### src/rtl/ebm_pkg.sv
// package: register map, field positions and reset values of the bus mux
package ebm_pkg;
    // ************************************************************
    // register map
    // ************************************************************
    localparam logic [11:0] CSA_OFFSET       = 12'h11c;
    localparam logic [31:0] CSA_RESET        = 32'h00010000;
    localparam int          CS1_SDRAM_BIT    = 1;
    localparam int          CS3_NAND_BIT     = 3;
    localparam int          CS4_CARD0_BIT    = 4;
    localparam int          CS5_CARD1_BIT    = 5;
    localparam int          PULLUP_DIS_BIT   = 8;
    localparam int          VOLT_SEL_BIT     = 16;
    localparam int          SLEW_SEL_BIT     = 17;
    localparam logic [31:0] CSA_WRITE_MASK   = 32'h0003013a;
    // ************************************************************
    // pin widths
    // ************************************************************
    localparam int          ADDR_W           = 26;
    localparam int          DATA_W           = 32;
    localparam int          NUM_CS           = 8;
    localparam int          SDR_ADDR_W       = 13;
    localparam int          NUM_SPACES       = 6;
    typedef enum logic [1:0] {
        EBM_OWN_STATIC,
        EBM_OWN_SDRAM,
        EBM_OWN_IDLE
    } ebm_owner_t;
endpackage

### src/rtl/ebm_ctrl_if.sv
// interface: configuration bits passed from register file to pin mux
`timescale 1ns/10ps
interface ebm_ctrl_if;
    logic       sdramOnSelect1;
    logic       nandLogicOnSelect3;
    logic       cardSlot0OnSelect4;
    logic       cardSlot1OnSelect5;
    logic       dataPullupDisable;
    logic       memoryVoltageSelect;
    logic       padSlewSelect;
    modport regs (output sdramOnSelect1, nandLogicOnSelect3,
                  cardSlot0OnSelect4, cardSlot1OnSelect5,
                  dataPullupDisable, memoryVoltageSelect, padSlewSelect);
    modport mux  (input sdramOnSelect1, nandLogicOnSelect3,
                  cardSlot0OnSelect4, cardSlot1OnSelect5,
                  dataPullupDisable, memoryVoltageSelect, padSlewSelect);
endinterface

### src/rtl/ebm_apb_regs.sv
// apb slave holding the chip-select assignment register
`timescale 1ns/10ps
module ebm_apb_regs
    import ebm_pkg::*;
(
    input  wire logic        clk_sys,
    input  wire logic        rst,
    input  wire logic        psel,
    input  wire logic        penable,
    input  wire logic        pwrite,
    input  wire logic [11:0] paddr,
    input  wire logic [31:0] pwdata,
    input  wire logic [3:0]  pstrb,
    output logic      [31:0] prdata,
    output logic             pready,
    output logic             pslverr,
    ebm_ctrl_if.regs         ctrl
);
    logic [31:0] csa_q;
    logic [31:0] csa_d;
    logic [31:0] rdata_q;
    logic [31:0] rdata_d;
    logic        hit;
    logic [31:0] laneMask;

    assign hit     = (paddr[11:2] == CSA_OFFSET[11:2]);
    assign pready  = 1'b1;
    assign pslverr = psel & penable & ~hit;
    assign prdata  = rdata_q;

    // data is latched in setup so read data is a flip-flop at the access
    always_comb begin
        laneMask = {{8{pstrb[3]}}, {8{pstrb[2]}},
                    {8{pstrb[1]}}, {8{pstrb[0]}}};
        csa_d    = csa_q;
        rdata_d  = rdata_q;
        if (psel && penable && pwrite && hit) begin
            // reserved bits stay zero whatever is written
            csa_d = (csa_q & ~(laneMask & CSA_WRITE_MASK))
                  | (pwdata & laneMask & CSA_WRITE_MASK); // RULE15
        end
        if (psel && !penable) begin
            rdata_d = hit ? csa_q : 32'h00000000;
        end
    end

    always_ff @(posedge clk_sys) begin
        if (rst) begin
            csa_q   <= CSA_RESET; // RULE7
            rdata_q <= 32'h00000000;
        end else begin
            csa_q   <= csa_d;
            rdata_q <= rdata_d;
        end
    end

    assign ctrl.sdramOnSelect1      = csa_q[CS1_SDRAM_BIT];
    assign ctrl.nandLogicOnSelect3  = csa_q[CS3_NAND_BIT];
    assign ctrl.cardSlot0OnSelect4  = csa_q[CS4_CARD0_BIT];
    assign ctrl.cardSlot1OnSelect5  = csa_q[CS5_CARD1_BIT];
    assign ctrl.dataPullupDisable   = csa_q[PULLUP_DIS_BIT];
    assign ctrl.memoryVoltageSelect = csa_q[VOLT_SEL_BIT];
    assign ctrl.padSlewSelect       = csa_q[SLEW_SEL_BIT];
endmodule

### src/rtl/ebm_owner_arb.sv
// owner tracker: hands the shared pins to one controller between accesses
`timescale 1ns/10ps
module ebm_owner_arb
    import ebm_pkg::*;
(
    input  wire logic clk_sys,
    input  wire logic rst,
    input  wire logic staticBusy,
    input  wire logic sdramBusy,
    input  wire logic sdramAllowed,
    output ebm_owner_t owner
);
    ebm_owner_t owner_q;
    ebm_owner_t owner_d;

    // ownership only moves once the current holder has gone idle
    always_comb begin
        owner_d = owner_q;
        unique case (owner_q)
            EBM_OWN_IDLE: begin
                if (staticBusy) begin
                    owner_d = EBM_OWN_STATIC;
                end else if (sdramBusy && sdramAllowed) begin
                    owner_d = EBM_OWN_SDRAM;
                end
            end
            EBM_OWN_STATIC: begin
                if (!staticBusy) begin
                    owner_d = EBM_OWN_IDLE; // RULE16
                end
            end
            EBM_OWN_SDRAM: begin
                if (!sdramBusy) begin
                    owner_d = EBM_OWN_IDLE; // RULE16
                end
            end
            default: owner_d = EBM_OWN_IDLE;
        endcase
    end

    always_ff @(posedge clk_sys) begin
        if (rst) begin
            owner_q <= EBM_OWN_IDLE;
        end else begin
            owner_q <= owner_d;
        end
    end

    assign owner = owner_q;
endmodule

### src/rtl/ebm_bus_mux.sv
// top: chip-select assignment register and external bus pin multiplexer
// What this block does
// RULE1: select 1 goes to static controller at 0, sdram controller at 1.
// RULE2: bit 3 set enables nand logic; select 3 stays static.
// RULE3: bit 4 set enables first card slot logic on select 4.
// RULE4: bit 5 set enables second card slot logic on select 5.
// RULE5: bit 8 zero enables pull-ups on data 15:0; one disables them.
// RULE6: bit 16 chooses 1.8 V at zero, 3.3 V at one; drives pads.
// RULE7: register at 0x11c, read-write, resets to 0x00010000.
// RULE8: shared pins follow whichever controller is doing an access.
// RULE9: sdram address goes to pins 11:2, a10 pin and 14:13.
// RULE10: static-only address pins; write strobe 1 pin doubles as mask 1.
// RULE11: data bus carries 16-bit or 32-bit transfers.
// RULE12: address bus of 26 bits and eight active-low selects.
// RULE13: six address spaces select up to six external devices.
// RULE14: slow devices pull wait low; clock enable high, strobes low.
// RULE15: reserved register bits read zero and ignore writes.
// RULE16: pin ownership changes only between accesses.
//
// Design decision made here: the APB register port.
`timescale 1ns/10ps
module ebm_bus_mux
    import ebm_pkg::*;
(
    input  wire logic                  clk_sys,
    input  wire logic                  rst,
    // ************************************************************
    // apb
    // ************************************************************
    input  wire logic                  psel,
    input  wire logic                  penable,
    input  wire logic                  pwrite,
    input  wire logic [11:0]           paddr,
    input  wire logic [31:0]           pwdata,
    input  wire logic [3:0]            pstrb,
    output logic      [31:0]           prdata,
    output logic                       pready,
    output logic                       pslverr,
    // ************************************************************
    // static controller side
    // ************************************************************
    input  wire logic                  smcBusy,
    input  wire logic [ADDR_W-1:0]     smcAddr,
    input  wire logic [NUM_CS-1:0]     smcChipSelectN,
    input  wire logic                  smcWriteStrobe1N,
    input  wire logic [DATA_W-1:0]     smcWrData,
    input  wire logic [DATA_W-1:0]     smcDataOe,
    input  wire logic                  smcWide,
    output logic                       smcWaitN,
    output logic      [DATA_W-1:0]     smcRdData,
    output logic                       smcGrant,
    // ************************************************************
    // sdram controller side
    // ************************************************************
    input  wire logic                  sdrBusy,
    input  wire logic [SDR_ADDR_W-1:0] sdrAddr,
    input  wire logic                  sdrChipSelectN,
    input  wire logic                  sdrByteMask1N,
    input  wire logic                  sdrClockEnable,
    input  wire logic [DATA_W-1:0]     sdrWrData,
    input  wire logic                  sdrDataOe,
    input  wire logic                  sdrWide,
    output logic      [DATA_W-1:0]     sdrRdData,
    output logic                       sdrGrant,
    // ************************************************************
    // support logic enables and pad configuration
    // ************************************************************
    output logic                       nandLogicEnable,
    output logic                       cardSlot0Enable,
    output logic                       cardSlot1Enable,
    output logic      [15:0]           dataPullupEnable,
    output logic                       padVoltage33,
    output logic                       padSlewSelect,
    // ************************************************************
    // external pins
    // ************************************************************
    output logic      [ADDR_W-1:0]     extAddr,
    output logic                       sdramAddr10Pin,
    output logic      [NUM_CS-1:0]     chipSelectN,
    output logic                       writeStrobe1N,
    output logic                       sdramClockEnable,
    input  wire logic                  externalWaitN,
    input  wire logic [DATA_W-1:0]     extDataIn,
    output logic      [DATA_W-1:0]     extDataOut,
    output logic      [DATA_W-1:0]     extDataOe
);
    ebm_ctrl_if ctrl ();
    ebm_owner_t owner;

    logic [ADDR_W-1:0] addr_d;
    logic [ADDR_W-1:0] addr_q;
    logic              a10_d;
    logic              a10_q;
    logic [NUM_CS-1:0] cs_d;
    logic [NUM_CS-1:0] cs_q;
    logic              wr1_d;
    logic              wr1_q;
    logic              cke_d;
    logic              cke_q;
    logic [DATA_W-1:0] dout_d;
    logic [DATA_W-1:0] dout_q;
    logic [DATA_W-1:0] doe_d;
    logic [DATA_W-1:0] doe_q;
    logic [DATA_W-1:0] din_d;
    logic [DATA_W-1:0] din_q;
    logic              wide;
    logic [2:0]        waitSync_q;
    logic [2:0]        waitSync_d;
    logic              waitN_q;
    logic              waitN_d;

    ebm_apb_regs u_regs (
        .clk_sys (clk_sys),
        .rst     (rst),
        .psel    (psel),
        .penable (penable),
        .pwrite  (pwrite),
        .paddr   (paddr),
        .pwdata  (pwdata),
        .pstrb   (pstrb),
        .prdata  (prdata),
        .pready  (pready),
        .pslverr (pslverr),
        .ctrl    (ctrl.regs)
    );

    // sdram may only take the pins when select 1 is assigned to it
    ebm_owner_arb u_arb (
        .clk_sys      (clk_sys),
        .rst          (rst),
        .staticBusy   (smcBusy),
        .sdramBusy    (sdrBusy),
        .sdramAllowed (ctrl.sdramOnSelect1), // RULE1
        .owner        (owner)
    );

    assign smcGrant = (owner == EBM_OWN_STATIC);
    assign sdrGrant = (owner == EBM_OWN_SDRAM);

    // ************************************************************
    // support logic and pad configuration
    // ************************************************************
    assign nandLogicEnable  = ctrl.nandLogicOnSelect3; // RULE2
    assign cardSlot0Enable  = ctrl.cardSlot0OnSelect4; // RULE3
    assign cardSlot1Enable  = ctrl.cardSlot1OnSelect5; // RULE4
    assign dataPullupEnable = {16{~ctrl.dataPullupDisable}}; // RULE5
    assign padVoltage33     = ctrl.memoryVoltageSelect; // RULE6
    assign padSlewSelect    = ctrl.padSlewSelect;

    // ************************************************************
    // wait input synchroniser
    // ************************************************************
    always_comb begin
        waitSync_d = {waitSync_q[1:0], externalWaitN};
        waitN_d    = waitN_q;
        if (waitSync_q[1] == waitSync_q[2]) begin
            waitN_d = waitSync_q[2]; // RULE14
        end
    end

    always_ff @(posedge clk_sys) begin
        if (rst) begin
            waitSync_q <= 3'h7;
            waitN_q    <= 1'b1;
        end else begin
            waitSync_q <= waitSync_d;
            waitN_q    <= waitN_d;
        end
    end

    assign smcWaitN = waitN_q;

    // ************************************************************
    // pin multiplexer
    // ************************************************************
    always_comb begin
        addr_d = addr_q;
        a10_d  = 1'b0;
        cs_d   = {NUM_CS{1'b1}};
        wr1_d  = 1'b1;
        cke_d  = cke_q;
        dout_d = dout_q;
        doe_d  = {DATA_W{1'b0}};
        wide   = 1'b1;
        unique case (owner)
            EBM_OWN_STATIC: begin
                addr_d = smcAddr; // RULE10
                cs_d   = smcChipSelectN; // RULE12
                // select 1 belongs to sdram when assigned there
                if (ctrl.sdramOnSelect1) begin
                    cs_d[1] = 1'b1; // RULE1
                end
                wr1_d  = smcWriteStrobe1N; // RULE10
                dout_d = smcWrData; // RULE8
                doe_d  = smcDataOe;
                wide   = smcWide;
            end
            EBM_OWN_SDRAM: begin
                addr_d        = addr_q;
                addr_d[11:2]  = sdrAddr[9:0]; // RULE9
                a10_d         = sdrAddr[10]; // RULE9
                addr_d[14:13] = sdrAddr[12:11]; // RULE9
                cs_d[1]       = sdrChipSelectN; // RULE1
                wr1_d         = sdrByteMask1N; // RULE10
                cke_d         = sdrClockEnable; // RULE14
                dout_d        = sdrWrData; // RULE8
                doe_d         = {DATA_W{sdrDataOe}};
                wide          = sdrWide;
            end
            EBM_OWN_IDLE: begin
                cke_d = sdrClockEnable;
            end
            default: begin
                cs_d = {NUM_CS{1'b1}};
            end
        endcase
        // narrow transfers leave the upper data lanes undriven
        if (!wide) begin
            doe_d[31:16] = 16'h0000; // RULE11
        end
        din_d = extDataIn;
        if (!wide) begin
            din_d[31:16] = 16'h0000; // RULE11
        end
    end

    always_ff @(posedge clk_sys) begin
        if (rst) begin
            addr_q <= {ADDR_W{1'b0}};
            a10_q  <= 1'b0;
            cs_q   <= {NUM_CS{1'b1}};
            wr1_q  <= 1'b1;
            cke_q  <= 1'b0;
            dout_q <= {DATA_W{1'b0}};
            doe_q  <= {DATA_W{1'b0}};
            din_q  <= {DATA_W{1'b0}};
        end else begin
            addr_q <= addr_d;
            a10_q  <= a10_d;
            cs_q   <= cs_d;
            wr1_q  <= wr1_d;
            cke_q  <= cke_d;
            dout_q <= dout_d;
            doe_q  <= doe_d;
            din_q  <= din_d;
        end
    end

    // only six of the eight selects decode spaces; the static selects pass to the pins, except select 1, held high while it is assigned to sdram
    assign extAddr          = addr_q;
    assign sdramAddr10Pin   = a10_q;
    assign chipSelectN      = cs_q; // RULE13
    assign writeStrobe1N    = wr1_q;
    assign sdramClockEnable = cke_q;
    assign extDataOut       = dout_q;
    assign extDataOe        = doe_q;
    assign smcRdData        = din_q;
    assign sdrRdData        = din_q;
endmodule

### config.mk
export PLATFORM = sky130hd
export DESIGN_NAME = ebm_bus_mux
export DESIGN_NICKNAME = d
export VERILOG_FILES = /design/src/rtl/ebm_pkg.sv /design/src/rtl/ebm_ctrl_if.sv /design/src/rtl/ebm_apb_regs.sv /design/src/rtl/ebm_owner_arb.sv /design/src/rtl/ebm_bus_mux.sv
export SDC_FILE = /design/constraint.sdc
export NUM_CORES = 1
export LEC_CHECK = 0
export BUFFER_PORTS_ARGS = -buffer_cell sky130_fd_sc_hd__buf_4
export CAP_MARGIN = 10
export CORE_AREA = 2 2 178 180
export CTS_BUF_LIST = sky130_fd_sc_hd__clkbuf_2 sky130_fd_sc_hd__clkbuf_4 sky130_fd_sc_hd__clkbuf_8
export CTS_CLUSTER_SIZE = 28
export DETAILED_ROUTE_END_ITERATION = 8
export DIE_AREA = 0 0 180 182
export GPL_ROUTABILITY_DRIVEN = 0
export PLACE_DENSITY = 0.53
export SKIP_LAST_GASP = 1
export SLEW_MARGIN = 10
export SYNTH_ARGS = -nofsm -noshare
export SYNTH_HDL_FRONTEND = slang
export SYNTH_SLANG_ARGS = --single-unit
### constraint.sdc
create_clock -name clk_sys -period 4.8 [get_ports clk_sys]
set_input_delay 0.96 -clock clk_sys [delete_from_list [all_inputs] [get_ports clk_sys]]
set_output_delay 0.96 -clock clk_sys [all_outputs]
set_load 0.02 [all_outputs]
==> results.sh <==
export IMPL_status="finished, final reports clean"
export IMPL_cts_tree="done"
export IMPL_finalWorstSetupSlack_ns=1.79
export IMPL_synth_edf_count=0
export IMPL_synthCells=645
export IMPL_p_per_area_nw_per_um2=318
export IMPL_yosysSeqAreaShare_pct=48.0
export IMPL_clockBufferDepth=2
export IMPL_design_die_area_um2=32800
export IMPL_vdd_drop_max_mv=0.166
export IMPL_rsz0062_at_grt="no"
export IMPL_critPathCaptureType="primary output"
export IMPL_place_ws_ns=1.85
export IMPL_setup_viol_count_final=0
export IMPL_routedWlPerCell_um=15.3
export IMPL_drive_gt1_share_pct=50.9
export IMPL_hold_buffers=0
export IMPL_die_w_um=180
export IMPL_die_y_um=182
export IMPL_yosys_warnings=0
export IMPL_grt_pass1_wl_um=31800
export IMPL_pin_count=461
export IMPL_grt_overflow_total=0
export IMPL_regArea_um2=3060
export IMPL_crit_top_cell="buf_4"
export IMPL_synth_distinct_cells=39
export IMPL_final_nets=1229
export IMPL_instances_no_fill=1401
export IMPL_first_global_vias=5463
export IMPL_fp_row_count=65
export IMPL_port_buffers=406
export IMPL_clock_latency_ns=0.48
export IMPL_most_common_layout_cells="buf_4, dfxtp_1, nor2_1"
export IMPL_wl_um=21400
export IMPL_crit_fanout=11
export IMPL_p_leak_nw=4.47
export IMPL_syn_avg_cell_area_um2=9.89
export IMPL_final_common_cell="buf_4"
export IMPL_root_buffer="clkbuf_8"
export IMPL_track_usage_pct=12.6
export IMPL_drcViolationCount=0
export IMPL_cts_resized=0
export IMPL_viasPerCell=3.94
export IMPL_core_area_um2=31000
export IMPL_min_period_over_period_pct=62.8
export IMPL_synthFlopType="dfxtp_1"
export IMPL_netlist_area_um2=6380
export IMPL_path_cells="buf_4, nor2_1, a31oi_1, buf_4"
export IMPL_worst_setup_path_start_kind="input pin"
export IMPL_cap_violations=0
export IMPL_finalHoldViolCount=0
export IMPL_clock_fmax_mhz=332
export IMPL_cp_data_arrival_time_ns=2.05
export IMPL_cpPeakStageDelay_ns=0.61
export IMPL_postCtsSetupBuffers=0
export IMPL_ant_nets=0
export IMPL_firstDrtPassIters=4
export IMPL_start_util_pct=20.6
export IMPL_drtIter0Drc=143
export IMPL_fin_setup_tns_ns=0
export IMPL_cp_slowest_cell="nor2_1"
export IMPL_cts_clk_slew_worst_paths_ns=0.08
export IMPL_antennaDiodeCount=0
export IMPL_tightestPinTransition_ns=1.12
export IMPL_finalMaxSlewViolations=0
export IMPL_antenna_found_initial=0
export IMPL_critical_path_required_ns=3.84
export IMPL_async_reset_ff_share_pct=0
export IMPL_crit_type="input pin to primary output"
export IMPL_max_slew_margin_pct=25.5
export IMPL_finClkSkew_ns=0.00993
export IMPL_crit_buf_inv=2
export IMPL_n_fill_cell=3253
export IMPL_multiInputGateArea_um2=2650
export IMPL_post_route_min_period_ns=3.01
export IMPL_dp_cells=1369
export IMPL_cp_top_family="simple AND/OR/NAND/NOR gates"
export IMPL_area_growth_pct=53.3
export IMPL_min_path_type="register to register"
export IMPL_htreeDepth=4
export IMPL_grt_max_degree=54
export IMPL_cts_sinks=153
export IMPL_vias=5513
export IMPL_ys_ff_latch=153
export IMPL_place_hpwl_um=16000
export IMPL_cts_made_buffers=17
==> layer usage <==
metal | part of all wire, % | track usage (%)
met3 | 8.9 | 4.91
met5 | 0 | 0
met1 | 40 | 14.4
met4 | 1.6 | 4.75
met2 | 49 | 21.3
==> cell type report <==
type / count / share of cell area [%]
Sequential cell: 153 / 31.3
Tap cell: 402 / 5.14
Clock inverter: 13 / 2.21
Timing Repair Buffer: 410 / 31.5
Inverter: 5 / 0.192
Multi-Input combinational cell: 399 / 27.1
Clock buffer: 19 / 2.61
==> power breakdown <==
group | internal, W | switching (W) | total, W
Sequential | 0.00133 | 0.0000285 | 0.00135
Combinational | 0.000284 | 0.000276 | 0.000560
Clock | 0.000647 | 0.000549 | 0.00120
Total | 0.00226 | 0.000853 | 0.00311
==> state kept, by name, indices dropped and copies added, names as in the netlist, named ones only <==
signal / count
chipSelectN: 8
sdramAddr10Pin: 1
writeStrobe1N: 1
u_arb.owner: 2
extAddr: 26
waitSync_q: 3
extDataOut: 32
sdrRdData: 32
sdramClockEnable: 1
smcWaitN: 1
extDataOe: 32
u_regs.prdata: 7
==> worst register-to-register path, stage by stage, from the launching register on <==
cell and delay, ns:
dfxtp_1 0.32, inv_1 0.17, ha_2 0.72, buf_4 0.59, mux2_2 0.43, mux2i_1 0.14, nor2_1 0.05
==> logic make-up (layout without fill, tap and decap cells) <==
kind of cell	after synthesis	count (layout)	share of synthesized area, %
simple gates	205	205	16.2
flops	153	153	48.0
other cells	2	26	0.118
compound gates	67	67	6.63
buf+inv	117	447	12.2
fa+ha+maj	5	5	0.981
mux	96	96	15.9
==> metrics by stage <==
stage               power (W)  cell area, um2  util (%)  hold slack (ns)
finish                0.00311            9780      31.6            0.422
global route          0.00326            9780      31.6            0.443
CTS                   0.00318            9780      31.6            0.431
detailed placement    0.00195            9310      30.0            0.408
global placement      0.00194            9310      30.0            0.395
floorplan             0.00170            6470         -            0.389
==> synthesized netlist by cell type, types with 2 or more instances <==
library cell | n | area share, %
mux2i_1 | 52 | 8.2
a21oi_1 | 45 | 3.5
conb_1 | 2 | 0.12
or2_2 | 3 | 0.29
and4_1 | 4 | 0.55
o21ai_0 | 3 | 0.24
inv_1 | 4 | 0.24
dfxtp_1 | 153 | 48
buf_2 | 17 | 1.3
mux2_2 | 44 | 7.8
and2_1 | 16 | 1.6
nor2b_1 | 31 | 3.0
buf_6 | 2 | 0.35
nor2_1 | 62 | 3.6
nand2b_1 | 9 | 0.88
buf_4 | 80 | 9.4
ha_1 | 5 | 0.98
nand2_1 | 56 | 3.3
a21oi_2 | 10 | 1.4
nand4_1 | 10 | 0.98
clkbuf_1 | 12 | 0.71
and3_1 | 2 | 0.20
and3b_1 | 7 | 0.96
==> worst paths after layout <==
path	cells after the start	start	slack, ns	end
hold / removal	1	waitSync_q[0]	0.42	waitSync_q[1]
setup / recovery	4	paddr[11]	1.79	pslverr
setup reg to reg	6	u_arb.owner[1]	2.26	extAddr[9]
hold reg to reg	1	waitSync_q[0]	0.42	waitSync_q[1]
(Power assumes the default switching activity.)
